### src/hw/sbp_pkg.sv
/*
 * sbp_pkg: shared constants and carrier types for the split-budget and
 * power-management capability register block.
 * Assumes a single core clock and an active-low asynchronous reset.
 */
package sbp_pkg;

	// configuration offsets (byte addresses, dword aligned)
	localparam logic [7:0]  SPLIT_STAT_OFF  = 8'h84;
	localparam logic [7:0]  DS_SPLIT_OFF    = 8'h8c;
	localparam logic [7:0]  PM_CAP_OFF      = 8'h90;

	// downstream split register and split status delayed bit
	localparam logic [15:0] SPLIT_CAP_ADQ   = 16'h0010;
	localparam logic [15:0] LIMIT_RST       = 16'h0010;
	localparam logic [15:0] LIMIT_ALL       = 16'hffff;
	localparam logic [15:0] LIMIT_FREE_MIN  = 16'h0100;
	localparam int          LIMIT_LSB       = 16;
	localparam int          DELAYED_BIT     = 21;

	// power-management capability fields
	localparam logic [7:0]  PM_ID           = 8'h01;
	localparam logic [7:0]  PM_NEXT_PTR     = 8'ha8;
	localparam logic [2:0]  PM_VERSION      = 3'h3;
	localparam logic        PM_WAKE_CLK     = 1'h0;
	localparam logic        PM_RSVD20       = 1'h0;
	localparam logic        PM_DSI          = 1'h0;
	localparam logic [2:0]  PM_AUX_CURRENT  = 3'h1;
	localparam logic        PM_D1_SUP       = 1'h0;
	localparam logic        PM_D2_SUP       = 1'h0;
	localparam logic [4:0]  PM_WAKE_SUP     = 5'h19;

	typedef struct packed {
		logic        wr;
		logic        rd;
		logic [7:0]  addr;
		logic [3:0]  be;
		logic [31:0] wdata;
	} sbp_cfg_req_t;

	typedef struct packed {
		logic        pend;
		logic [15:0] size;
		logic [15:0] outst;
		logic        fwd;
		logic        held;
		logic        ready;
	} sbp_gate_st_t;

	typedef struct packed {
		logic [15:0] limit;
		logic        delayed;
		logic [31:0] rdata;
		logic        ack;
	} sbp_reg_st_t;

endpackage : sbp_pkg

### src/hw/sbp_split_gate.sv
/*
 * sbp_split_gate: decides whether a pending split request may be forwarded
 * under the commitment limit and tracks the outstanding completion budget.
 * Assumes the requester holds one request at a time through the ready flag
 * and that completions report their drained size on the release port.
 */
module sbp_split_gate (
	input  wire logic        i_clk,        // core clock
	input  wire logic        i_rstn,       // async reset, active low
	input  wire logic [15:0] i_limit,      // commitment limit in ADQs
	input  wire logic        i_req_valid,  // split request offered
	input  wire logic [15:0] i_req_size,   // request size in ADQs
	output logic             o_req_ready,  // gate can take a request
	input  wire logic        i_rel_valid,  // completion drained
	input  wire logic [15:0] i_rel_size,   // drained size in ADQs
	output logic             o_fwd,        // request forwarded, pulse
	output logic             o_held,       // pending request held
	output logic [15:0]      o_outst       // outstanding ADQs
);

	sbp_pkg::sbp_gate_st_t s_r;
	sbp_pkg::sbp_gate_st_t s_nxt;
	logic                  unlim;
	logic [16:0]           sum;
	logic [16:0]           grown;
	logic [15:0]           base;

	always_comb begin
		unlim = (i_limit == sbp_pkg::LIMIT_ALL) ||
			(i_limit >= sbp_pkg::LIMIT_FREE_MIN);
		// release trims the new count, but the limit check still uses the count before the release
		if (i_rel_valid) begin
			base = (s_r.outst > i_rel_size) ? (s_r.outst - i_rel_size) : 16'h0000;
		end else begin
			base = s_r.outst;
		end
		sum   = {1'b0, s_r.outst} + {1'b0, s_r.size};
		grown = {1'b0, base} + {1'b0, s_r.size};
		s_nxt      = s_r;
		s_nxt.fwd  = 1'b0;
		s_nxt.held = 1'b0;
		s_nxt.outst = base;
		if (s_r.pend) begin
			if (unlim || (sum <= {1'b0, i_limit})) begin
				s_nxt.fwd   = 1'b1;
				s_nxt.pend  = 1'b0;
				// saturate: in unlimited mode the count may outrun 16 bits
				s_nxt.outst = grown[16] ? 16'hffff : grown[15:0];
			end else begin
				s_nxt.held = 1'b1;
			end
		end else if (i_req_valid) begin
			s_nxt.pend = 1'b1;
			s_nxt.size = i_req_size;
		end
		s_nxt.ready = ~s_nxt.pend;
	end

	always_ff @(posedge i_clk or negedge i_rstn) begin
		if (!i_rstn) begin
			s_r <= '{pend: 1'b0, size: 16'h0000, outst: 16'h0000,
				fwd: 1'b0, held: 1'b0, ready: 1'b1};
		end else begin
			s_r <= s_nxt;
		end
	end

	assign o_req_ready = s_r.ready;
	assign o_fwd       = s_r.fwd;
	assign o_held      = s_r.held;
	assign o_outst     = s_r.outst;
endmodule : sbp_split_gate

### src/hw/sbp_split_pm_regs.sv
/*
 * sbp_split_pm_regs: downstream split budget register, split status flag and
 * the read-only power-management capability word, reached by config access.
 * Assumes config reads and writes are one-cycle strobes on the core clock and
 * that the forwarding logic offers split requests through the gate handshake.
 */
// Function
// - split low half reads fixed 16 ADQ completion buffer capacity, read-only
// - split upper half is writable commitment limit, reset equal to capacity
// - limit all ones forwards every split request regardless of free space
// - limit 0x0100 or above forwards accepted requests of any size
// - over-limit request held, sets sticky delayed flag cleared by writing one
// - capability byte zero reads power-management identifier 0x01
// - capability byte one reads next pointer 0xa8
// - version field reads binary 011
// - wake-clock flag reads zero
// - device-specific-initialization flag reads zero
// - D1 support flag reads zero
// - D2 support flag reads zero
// - wake-support field reads binary 11001
module sbp_split_pm_regs (
	input  wire logic                 i_clk,        // core clock, 10 MHz
	input  wire logic                 i_rstn,       // async reset, active low
	input  wire sbp_pkg::sbp_cfg_req_t i_cfg,       // config access strobe
	output logic [31:0]               o_cfg_rdata,  // read data
	output logic                      o_cfg_ack,    // access done, pulse
	input  wire logic                 i_req_valid,  // split request offered
	input  wire logic [15:0]          i_req_size,   // request size in ADQs
	output logic                      o_req_ready,  // request can be taken
	input  wire logic                 i_rel_valid,  // completion drained
	input  wire logic [15:0]          i_rel_size,   // drained size in ADQs
	output logic                      o_fwd,        // request forwarded, pulse
	output logic                      o_held        // request held by limit
);

	sbp_pkg::sbp_reg_st_t s_r;
	sbp_pkg::sbp_reg_st_t s_nxt;
	logic [31:0]          pm_word;
	logic [31:0]          stat_word;
	logic [15:0]          outst;
	logic                 hit_split;
	logic                 hit_pm;
	logic                 hit_stat;

	sbp_split_gate u_gate (
		.i_clk       (i_clk),
		.i_rstn      (i_rstn),
		.i_limit     (s_r.limit),
		.i_req_valid (i_req_valid),
		.i_req_size  (i_req_size),
		.o_req_ready (o_req_ready),
		.i_rel_valid (i_rel_valid),
		.i_rel_size  (i_rel_size),
		.o_fwd       (o_fwd),
		.o_held      (o_held),
		.o_outst     (outst)
	);

	always_comb begin
		pm_word = {sbp_pkg::PM_WAKE_SUP,
			sbp_pkg::PM_D2_SUP,
			sbp_pkg::PM_D1_SUP,
			sbp_pkg::PM_AUX_CURRENT,
			sbp_pkg::PM_DSI,
			sbp_pkg::PM_RSVD20,
			sbp_pkg::PM_WAKE_CLK,
			sbp_pkg::PM_VERSION,
			sbp_pkg::PM_NEXT_PTR,
			sbp_pkg::PM_ID};
		stat_word = 32'h0000_0000;
		stat_word[sbp_pkg::DELAYED_BIT] = s_r.delayed;
		hit_split = (i_cfg.addr[7:2] == sbp_pkg::DS_SPLIT_OFF[7:2]);
		hit_pm    = (i_cfg.addr[7:2] == sbp_pkg::PM_CAP_OFF[7:2]);
		hit_stat  = (i_cfg.addr[7:2] == sbp_pkg::SPLIT_STAT_OFF[7:2]);

		s_nxt     = s_r;
		s_nxt.ack = i_cfg.wr || i_cfg.rd;
		if (i_cfg.wr && hit_split) begin
			// the capacity half has no storage, so only the limit lanes land
			if (i_cfg.be[2]) begin
				s_nxt.limit[7:0] = i_cfg.wdata[23:16];
			end
			if (i_cfg.be[3]) begin
				s_nxt.limit[15:8] = i_cfg.wdata[31:24];
			end
		end
		if (i_cfg.wr && hit_stat && i_cfg.be[2] && i_cfg.wdata[sbp_pkg::DELAYED_BIT]) begin
			s_nxt.delayed = 1'b0;
		end
		// a hold in the same cycle as the clear wins
		if (o_held) begin
			s_nxt.delayed = 1'b1;
		end
		if (i_cfg.rd) begin
			if (hit_split) begin
				s_nxt.rdata = {s_r.limit, sbp_pkg::SPLIT_CAP_ADQ};
			end else if (hit_pm) begin
				s_nxt.rdata = pm_word;
			end else if (hit_stat) begin
				s_nxt.rdata = stat_word;
			end else begin
				s_nxt.rdata = 32'h0000_0000;
			end
		end
	end

	always_ff @(posedge i_clk or negedge i_rstn) begin
		if (!i_rstn) begin
			s_r <= '{limit: sbp_pkg::LIMIT_RST, delayed: 1'b0,
				rdata: 32'h0000_0000, ack: 1'b0};
		end else begin
			s_r <= s_nxt;
		end
	end

	assign o_cfg_rdata = s_r.rdata;
	assign o_cfg_ack   = s_r.ack;
endmodule : sbp_split_pm_regs

### config.mk
export PLATFORM = sky130hd
export DESIGN_NAME = sbp_split_pm_regs
export DESIGN_NICKNAME = d
export VERILOG_FILES = /design/src/hw/sbp_pkg.sv /design/src/hw/sbp_split_gate.sv /design/src/hw/sbp_split_pm_regs.sv
export SDC_FILE = /design/constraint.sdc
export NUM_CORES = 1
export LEC_CHECK = 0
export BUFFER_PORTS_ARGS = -buffer_cell sky130_fd_sc_hd__buf_2
export CELL_PAD_IN_SITES_DETAIL_PLACEMENT = 2
export CELL_PAD_IN_SITES_GLOBAL_PLACEMENT = 2
export CORE_ASPECT_RATIO = 2
export CORE_MARGIN = 1.5
export CORE_UTILIZATION = 36
export DETAILED_ROUTE_END_ITERATION = 6
export GPL_ROUTABILITY_DRIVEN = 1
export GPL_TIMING_DRIVEN = 0
export PLACE_DENSITY_LB_ADDON = 0.12
export SETUP_SLACK_MARGIN = 0.5
export SLEW_MARGIN = 20
export SYNTH_ARGS = -nofsm -noshare
export SYNTH_HDL_FRONTEND = slang
export SYNTH_SLANG_ARGS = --single-unit
### constraint.sdc
create_clock -name i_clk -period 7.3 [get_ports i_clk]
set_clock_uncertainty 0.05 [all_clocks]
set_input_delay 1.095 -clock i_clk [delete_from_list [all_inputs] [get_ports i_clk]]
set_output_delay 1.095 -clock i_clk [all_outputs]
set_load 0.1 [all_outputs]
* After elaboration in Yosys (flattened, before gate mapping)
Cells that the tools add are included.
Word-level totals: flip-flop bits (word level) 86, word-level logic and storage cells 47, output and inout port bits 36, input bits 82
Operators by class: $add $sub $neg 3, bitwise logic cells 2, reduce and logical (&&, ||, !) cells 11, equality and inequality tests 4, muxes and demuxes 13, order comparisons 3
Operators with widths (number):
- $mux 32 | 2
- $mux 16 | 3
- $add 16x16->17 | 2
- $mux 17 | 2
- $mux 22 | 1
- $eq 6x6->1 const B | 3
- $mux 18 | 1
- $le 17x16->1 | 1
- $eq 16x16->1 const B | 1
- $ge 16x9->1 const B | 1
- $gt 16x16->1 | 1
- $sub 16x16->16 | 1
- $reduce_and 2->1 | 3
- $logic_and 1x1->1 | 4
- $mux 1 | 4
- $logic_or 1x1->1 | 3
- $not 1->1 | 2
- $reduce_bool 2->1 | 1

* Longest topological paths before layout
Gate-level depths: netlist of run 1.
word-level depth 7, mapped depth 21, depth with buffers taken out 20

* By module
A second synthesis of run 1 with hierarchy kept.
Unflattened totals: cell total of the unflattened synthesis 616, area, all modules 6070.8 µm²
By module, submodules not included:
- sbp_split_gate | sequential area each 902.1 µm², area an instance 4214.0 µm², cells each 475, times used 1
- sbp_split_pm_regs | sequential area each 902.1 µm², area an instance 1856.8 µm², cells each 141, times used 1

* Worst setup path before layout of run 1
OpenSTA, ideal clock, no wires.
path kind input-to-reg, start in i_rel_size[0], end reg u_gate.s_r, in the netlist u_gate.o_outst[1], cell stages on the path 20, setup time 0.079 ns, setup slack 2.701 ns, data required time 7.171 ns, data arrival time 4.470 ns, buffers on the path 1, cells stage by stage ha_1 inv_1 fa_1 a21oi_1 o2111ai_1 nand3_1 a21boi_2 inv_1 o22ai_1 ha_1 inv_1 fa_1 nor2b_1 o31a_1 o21ai_4 o21ba_4 o21a_4 o211ai_4 buf_6 a2bb2oi_1
RTL lines:
- start: declaration | RTL line sbp_split_pm_regs.sv:31 | input wire logic [15:0] i_rel_size,
- end signal: assignment | RTL line sbp_split_gate.sv:61 | s_r <= '{pend: 1'b0, size: 16'h0000, outst: 16'h0000,
- end signal: assignment | RTL line sbp_split_gate.sv:64 | s_r <= s_nxt;
- end: declaration | RTL line sbp_split_gate.sv:21 | sbp_pkg::sbp_gate_st_t s_r;

==> out/metrics.csv, run 1 <==
metric;value;unit
drive_above_1_share;23.3;%
grt_pass1_wl;31000;um
cts_tree;built;
first_pass_iters;4;
arrival;5.66;ns
viasPerCell;5.49;
hold_start;u_gate.o_held;
ys_types;70;
hold_path.class;reg -> reg;
timing.hold.ws;0.425;ns
dp_hpwl;16500;um
avgSynthCellArea;8.97;um2
period_needed;5.45;ns
routed_wl;19400;um
yosys_register_bits;72;
synth.cell_area;0.00584;mm2
slew_violations;0;
start_util;36.8;%
r2r-end;u_gate.o_outst[1];
layoutNonFillerInstCount;964;
slew-limit-headroom;48.5;%
area_delta_synth_final;17.3;%
reg2reg_depth;21;
hold_violations;0;
whs_endpoint;s_r[33];
ys_seq_area_share;30.9;%
ys_warn_count;0;
numCtsBuffers;9;
end_kind;register;
cts.clk_slew.worst_paths;0.06;ns
die_h;183;um
rrSetupSlack;2.28;ns
grt_overflow_total;0;
ant_nets;0;
yosysTopAreaCellShare;30.0;%
antenna_found_initial;0;
postCtsHoldBufs;0;
synth-edff-count;0;
finalSetupTns;0;ns
wl_per_cell;20.1;um
fmax;184;MHz
row_count;65;
grt_util_all_layers;24.1;%
hold_depth;1;
core;0.0159;mm2
r2r-start;u_gate.o_outst[0];
dr.first_iter.drc_count;141;
crit_start;i_rel_size[0];
drcViolationCount;0;
cts_resized;0;
final_common_cell;buf_2;
peakVddDrop;155;uV
finalWorstSetupSlack;1.85;ns
synth_async_sr_flop_share;100;%
finalNetCount;907;
dp_slack;1.55;ns
yosysTopAreaCell;dfrtp_1;
start_kind;primary input;
critPathMaxFanout;10;
io_pins;118;
setup_violations;0;
leakage;0.00332;uW
die_w;93.1;um
grt_pass1_vias;6055;
dp.cells;948;
crit_type;in -> reg;
grt_max_degree;42;
synthTopCellsByArea;dfrtp_1 30%, ha_1 14%, o21ai_0 4.5%;
fin_crit_sh;74.6;%
dieArea;0.0170;mm2
gp_congestion;0.868;
num_vias;5293;
syn-instance-count;651;
cts_root_buf;clkbuf_16;
clk_path_buf_depth;2;
drv_cap;0;
p_per_area;413;mW/mm2
antenna_cells;0;
post_cts_buffers;0;
worst_pin_slew;0.772;ns
cp_data_required_time;7.51;ns
outcome;completed;
port_buffers;85;
clock-sinks;72;
insertion_delay;0.35;ns
ys.flop_type;dfrtp_1;
htree_levels;3;
rsz0062_at_grt;false;
most-common-layout-cells;87 x buf_2, 70 x dfrtp_1, 64 x ha_1;
-- cell type report --
type                    count  area, um2
fillers                  1823       9010
clock inverters             6       35.0
multi-input cells         480       3520
clock buffers              10        239
flip-flops and latches     72       1800
well taps                 201        251
plain buffers              50        323
repair buffers             86        448
inverters                  59        226
-- cell families (layout without fill, tap and decap cells) --
group	Yosys count	in the layout	share of synthesized area, %
buffers and inverters	109	211	9.40
other	1	11	0.0642
adder cells (fa/ha/maj)	67	67	14.7
flip-flops	72	72	30.9
AND/OR/NAND/NOR	161	161	13.9
multiplexers	17	17	3.28
AO/OA/AOI/OAI	194	194	23.2
XOR/XNOR	30	30	4.50
-- per-layer routing --
metal / vias up / share of wire [%] / GRT usage, %
met4: 0 / 5.4 / 13.6
met5: - / 0 / 0
li1: 2512 / - / -
met1: 2614 / 31 / 20.5
met3: 52 / 2.4 / 3.28
met2: 115 / 61 / 50.1
-- sequential cells by signal, summed over array words and instances (netlist names) --
name and flops:
u_gate.o_fwd 1, s_r 17, u_gate.o_held 1, u_gate.s_r 17, o_cfg_rdata 18, u_gate.o_req_ready 1
u_gate.o_outst 16, o_cfg_ack 1
-- stage by stage --
stage | total power (uW) | util (%) | instance area (um2)
2_1_floorplan | 1910 | - | 5880
3_3_place_gp | 2320 | 41.3 | 6560
3_5_place_dp | 2420 | 41.5 | 6580
4_1_cts | 2860 | 43.2 | 6850
5_1_grt | 3060 | 43.2 | 6850
6_report | 2830 | 43.2 | 6850
-- critical path: stages --
cell and delay [ns]:
buf_2 0.10, ha_1 0.22, inv_1 0.08, fa_1 0.21
a21oi_1 0.11, o2111ai_1 0.40, nand3_1 0.16, a21boi_2 0.40
inv_1 0.16, o22ai_1 0.28, ha_1 0.26, inv_1 0.07
fa_1 0.41, nor2b_1 0.17, o31a_1 0.26, o21ai_4 0.12
o21ba_4 0.22, o21a_4 0.24, o211ai_4 0.29, buf_6 0.21
a2bb2oi_1 0.19
-- worst max path at each step --
stage	slack, ns	endpoint	cells past startpoint
floorplan	2.70	u_gate.o_outst[1]	20
global route	1.63	u_gate.o_outst[1]	21
finish	1.85	u_gate.o_outst[1]	21
CTS	1.85	u_gate.o_outst[1]	21
global placement	1.71	u_gate.o_outst[1]	21
detailed placement	1.55	u_gate.o_outst[1]	21
-- cell usage after synthesis, types with 8 or more instances --
| library cell | count |
|---|---|
| dfrtp_1 | 70 |
| ha_1 | 64 |
| inv_1 | 58 |
| o21ai_0 | 52 |
| nand2_1 | 49 |
| a21oi_1 | 42 |
| buf_4 | 33 |
| nor2_1 | 29 |
| nand3_1 | 22 |
| xnor2_1 | 19 |
| mux2_2 | 17 |
| a22o_1 | 12 |
| o22a_1 | 12 |
| clkbuf_1 | 11 |
| xor2_1 | 11 |
| o21a_1 | 10 |
| nand4_1 | 8 |
-- power breakdown --
part	internal [uW]	switching, uW
logic	755	1100
clock network	236	174
registers	476	90.3
total	1470	1360
No activity file was read; power rests on OpenSTA's default activity.
==> inputs of run 2 (changes only) <==
--- a/config.mk
+++ b/config.mk
@@ -10,7 +10,7 @@
 export CELL_PAD_IN_SITES_GLOBAL_PLACEMENT = 2
 export CORE_ASPECT_RATIO = 2
 export CORE_MARGIN = 1.5
-export CORE_UTILIZATION = 36
+export CORE_UTILIZATION = 31
 export DETAILED_ROUTE_END_ITERATION = 6
 export GPL_ROUTABILITY_DRIVEN = 1
 export GPL_TIMING_DRIVEN = 0
==> constraint.sdc (replaced) <==
create_clock -name i_clk -period 4.5 [get_ports i_clk]
set_clock_uncertainty 0.05 [all_clocks]
set_input_delay 0.675 -clock i_clk [delete_from_list [all_inputs] [get_ports i_clk]]
set_output_delay 0.675 -clock i_clk [all_outputs]
set_load 0.1 [all_outputs]
==> run 2 against run 1 <==
  * Sequential power increased by 64%
  * Sequential share of layout area decreased by 2.6 points
  * Critical path depth decreased by 1
  * Die area increased by 16%
  * Final area increased by 11%
  * Final cell count increased by 5.3%
  * Register-to-register slack got worse by 2.0 ns
  * Critical path type is now reg -> reg
  * Largest power group unchanged
==> out/metrics.csv, run 2 (same netlist as run 1, synthesis figures left out) <==
metric;value;unit
rsz0062_at_grt;true;
grt_pass1_vias;6264;
htree_levels;3;
core;0.0184;mm2
drcViolationCount;0;
leakage;0.00357;uW
cts_root_buf;clkbuf_16;
num_vias;5480;
fmax;235;MHz
grt_max_degree;50;
slew_violations;0;
fin_crit_sh;94.4;%
period_needed;4.25;ns
antenna_cells;0;
dr.first_iter.drc_count;87;
dp_hpwl;16800;um
final_area;0.00759;mm2
io_pins;118;
final_util;41.3;%
drive_above_1_share;32.2;%
start_util;31.8;%
start_kind;register;
postCtsHoldBufs;0;
area_delta_synth_final;30.0;%
cts_tree;built;
insertion_delay;0.35;ns
setup_violations;0;
most-common-layout-cells;86 x buf_2, 69 x dfrtp_1, 66 x buf_4;
wl_per_cell;20.8;um
peakVddDrop;205;uV
grt_util_all_layers;22.2;%
slowest_delay;0.43;ns
clock-sinks;72;
arrival;4.43;ns
cp_data_required_time;4.68;ns
finalNetCount;943;
row_count;70;
critPathMaxFanout;6;
hold_path.class;in -> async;
final_common_cell;buf_2;
drv_cap;0;
fillers;2045;
grt_overflow_total;0;
cts.clk_slew.worst_paths;0.06;ns
ant_nets;0;
die_w;100;um
largest_register_ffs;18;
first_pass_iters;4;
slew-limit-headroom;41.6;%
outcome;completed;
worst_pin_slew;0.876;ns
clk_path_buf_depth;2;
grt_pass1_wl;32900;um
hold_violations;0;
port_buffers;85;
path_cells;ha_4, fa_2, a211oi_4, o21ai_2, a31o_1, o21ai_1, nand2b_1, a21oi_2, xnor2_1, ha_1, nand3_4, nor4_4, buf_4, a41o_1, a31o_1, nand3_4, clkinv_8, buf_4, o2111ai_2, o21a_1;
dieArea;0.0197;mm2
antenna_found_initial;0;
numCtsBuffers;9;
routed_wl;21100;um
end_kind;register;
viasPerCell;5.40;
gp_congestion;0.822;
place_area;0.00666;mm2
die_h;197;um
cp_slowest_cell;dfrtp_1;
p_per_area;704;mW/mm2
crit_type;reg -> reg;
[run 2: power breakdown]
group          switching, uW  internal, uW
Sequential               158           772
Combinational           2020          1570
Clock                    288           532
[run 2: routing by layer]
metal	wire length [um]	track usage [%]	vias to the layer above
li1	-	-	2581
met1	6610	18.7	2709
met2	12700	46.1	137
met3	488	2.51	53
met4	1310	13.9	0
met5	0	0	-
[run 2: final timing paths]
| kind | startpoint | end | slack [ns] | cells past startpoint |
|---|---|---|---|---|
| hold / removal | i_rstn | u_gate.o_outst[1] | 0.18 | 1 |
| hold reg to reg | u_gate.o_held | s_r[33] | 0.42 | 1 |
| min in group i_clk | u_gate.o_held | s_r[33] | 0.42 | 1 |
| setup / recovery | u_gate.o_outst[0] | u_gate.o_outst[2] | 0.25 | 20 |
| setup reg to reg | u_gate.o_outst[0] | u_gate.o_outst[2] | 0.25 | 20 |
| max in group asynchronous | i_rstn | u_gate.o_req_ready | 3.60 | 2 |
[run 2: cell type report]
cell class                      count  area [um2]  area share [%]
Clock buffer                       14         274            3.61
Sequential cell                    72        1810            23.8
Multi-Input combinational cell    480        3850            50.7
Tap cell                          216         270            3.56
Buffer                             50         333            4.38
Inverter                           59         236            3.11
Clock inverter                      2        60.1           0.791
Timing Repair Buffer              122         763            10.1
[run 2: timing repair]
action	4_1_cts	5_1_grt
cloned	1	0
setup endpoints to repair	20	20
buffers inserted	28	7
pin swaps	26	16
resized for setup	49	7
[run 2: metrics by stage]
stage	TNS, ns	cells	setup WS (ns)	total power, uW	hold slack, ns
finish	0	1015	0.250	5350	0.181
global placement	-7.05	962	-0.517	3830	0.406
global route	0	1015	0.0702	5720	0.203
detailed placement	-9.45	963	-0.677	3960	0.406
floorplan	0	661	0.484	3150	0.329
CTS	0	1008	0.253	5290	0.183
[run 2: critical path: cells and delay by family, from the launching register on]
kind | cells | cell delay (ns)
flops | 1 | 0.43
fa+ha+maj | 3 | 0.97
buf+inv | 3 | 0.36
simple gates | 4 | 0.65
xor+xnor | 1 | 0.08
compound gates | 9 | 1.62
==> inputs of run 3 (changes only) <==
--- a/config.mk
+++ b/config.mk
@@ -10,13 +10,14 @@
 export CELL_PAD_IN_SITES_GLOBAL_PLACEMENT = 2
 export CORE_ASPECT_RATIO = 2
 export CORE_MARGIN = 1.5
-export CORE_UTILIZATION = 31
+export CORE_UTILIZATION = 38
 export DETAILED_ROUTE_END_ITERATION = 6
 export GPL_ROUTABILITY_DRIVEN = 1
 export GPL_TIMING_DRIVEN = 0
 export PLACE_DENSITY_LB_ADDON = 0.12
-export SETUP_SLACK_MARGIN = 0.5
+export SETUP_SLACK_MARGIN = 0.15
 export SLEW_MARGIN = 20
 export SYNTH_ARGS = -nofsm -noshare
 export SYNTH_HDL_FRONTEND = slang
+export SYNTH_HIERARCHICAL = 1
 export SYNTH_SLANG_ARGS = --single-unit
==> constraint.sdc (replaced) <==
create_clock -name i_clk -period 4.9 [get_ports i_clk]
set_clock_uncertainty 0.05 [all_clocks]
set_input_delay 0.735 -clock i_clk [delete_from_list [all_inputs] [get_ports i_clk]]
set_output_delay 0.735 -clock i_clk [all_outputs]
set_load 0.1 [all_outputs]
==> run 3 against run 2 <==
  * Final cell count down 8.4%
  * Clock power down 20%
  * Total power up 12%
  * Critical endpoint is now u_gate/o_outst[9]
==> out/metrics.csv, run 3 <==
metric;value;unit
outcome;completed;
setup_violations;0;
layoutNonFillerInstCount;930;
insertion_delay;0.34;ns
end_kind;register;
core;0.0153;mm2
wl_per_cell;20.8;um
gp_congestion;0.870;
path_cells;buf_2, ha_4, inv_1, fa_2, a21oi_2, o211a_1, o21a_1, o211ai_1, buf_4, and2_4, buf_8, a22o_4, ha_4, o21a_1, o21ai_2, a211oi_2, o41a_1, a31oi_4, o21a_4, nand2_4, clkbuf_16, o22a_1;
dr.first_iter.drc_count;141;
io_pins;118;
finalSetupTns;0;ns
dieArea;0.0165;mm2
die_h;180;um
dp_hpwl;15100;um
cts.clk_slew.worst_paths;0.06;ns
reg2reg_depth;22;
final_common_cell;buf_2;
start_util;38.9;%
syn-instance-count;600;
critPathMaxFanout;6;
cp_slowest_cell;o41a_1;
cp_data_required_time;5.08;ns
cts_tree;built;
place_area;0.00670;mm2
postCtsHoldBufs;0;
peakVddDrop;288;uV
numCtsBuffers;9;
clk_path_buf_depth;2;
start_kind;primary input;
drive_above_1_share;33.7;%
fin_crit_sh;95.8;%
ys_warn_count;6;
area_delta_synth_final;23.5;%
num_vias;5094;
slowest_delay;0.49;ns
period_needed;4.69;ns
drcViolationCount;0;
largest_register_ffs;18;
row_count;64;
leakage;0.00357;uW
worst-path-buf-inv;5;
p_per_area;815;mW/mm2
first_pass_iters;4;
hold_path.class;in -> async;
clock-sinks;72;
slew-limit-headroom;51.5;%
final_area;0.00735;mm2
antenna_found_initial;0;
worst_pin_slew;0.727;ns
antenna_cells;0;
dp.cells;895;
arrival;4.87;ns
routed_wl;19300;um
finalNetCount;876;
die_w;91.5;um
grt_pass1_wl;30100;um
grt_util_all_layers;23.9;%
htree_levels;3;
slew_violations;0;
cpLargestDelayFamily;compound AO/OA/AOI/OAI gates;
power;5990;uW
hold_violations;0;
most-common-layout-cells;87 x buf_2, 69 x dfrtp_1, 59 x ha_1;
cts_root_buf;clkbuf_16;
port_buffers;86;
timing.hold.ws;0.277;ns
drv_cap;0;
avgSynthCellArea;9.92;um2
fillers;1677;
fmax;213;MHz
grt_overflow_total;0;
crit_type;in -> reg;
viasPerCell;5.48;
grt_max_degree;46;
grt_pass1_vias;5908;
path_depth;22;
rsz0062_at_grt;true;
synth.cell_area;0.00595;mm2
ant_nets;0;
-- run 3: worst register-to-register path, stage by stage, from the launching register on --
cell and delay (ns):
dfrtp_1 0.39, inv_2 0.10, ha_4 0.14, inv_1 0.05
fa_2 0.34, a21oi_2 0.19, o211a_1 0.20, o21a_1 0.19
o211ai_1 0.11, buf_4 0.19, and2_4 0.17, buf_8 0.13
a22o_4 0.23, ha_4 0.23, o21a_1 0.21, o21ai_2 0.20
a211oi_2 0.08, o41a_1 0.49, a31oi_4 0.25, o21a_4 0.18
nand2_4 0.08, clkbuf_16 0.17, o22a_1 0.17
-- run 3: area by class of cell --
class	instances	area, um2	area share (%)
clock inverters	6	60.1	0.817
plain buffers	46	359	4.89
inverters	54	203	2.76
repair buffers	106	621	8.44
well taps	198	248	3.37
clock buffers	10	229	3.11
flip-flops and latches	72	1810	24.6
multi-input cells	438	3830	52.1
-- run 3: per-stage QoR --
step / utilization (%) / setup slack, ns
after floorplan: - / 0.232
after global placement: 43.6 / -0.982
after detailed placement: 43.8 / -1.11
after CTS: 46.7 / 0.157
after global routing: 48.1 / 0.0645
final: 48.1 / 0.208
-- run 3: path summary, 6_finish.rpt --
path	from	endpoint	slack (ns)
max in group asynchronous	i_rstn	s_r[38]	3.91
min reg2reg	o_cfg_rdata[21]	o_cfg_rdata[21]	0.45
min in group i_clk	o_cfg_rdata[21]	o_cfg_rdata[21]	0.45
max reg2reg	u_gate/o_outst[0]	u_gate/o_outst[9]	0.22
max	i_rel_size[0]	u_gate/o_outst[9]	0.21
min	i_rstn	o_cfg_ack	0.28
-- run 3: what timing repair did --
action / CTS / global route
endpoints found under the setup margin: 16 / 17
resized for setup: 19 / 24
pin swaps: 9 / 9
buffers inserted: 7 / 11
cloned: 0 / 1
-- run 3: per-layer routing --
metal	part of all wire, %	vias to the layer above	global-route usage (%)
met2	62	103	51.0
met5	0	-	0
met4	4.4	0	11.6
met3	2.3	45	2.58
met1	31	2576	20.4
li1	-	2370	-
-- run 3: where the power goes --
part / switching [uW] / leakage, uW / total, uW / internal (uW)
Clock: 261 / 0.000138 / 652 / 391
Sequential: 204 / 0.000918 / 982 / 778
Combinational: 2400 / 0.00251 / 4360 / 1960
Total: 2870 / 0.00357 / 5990 / 3130
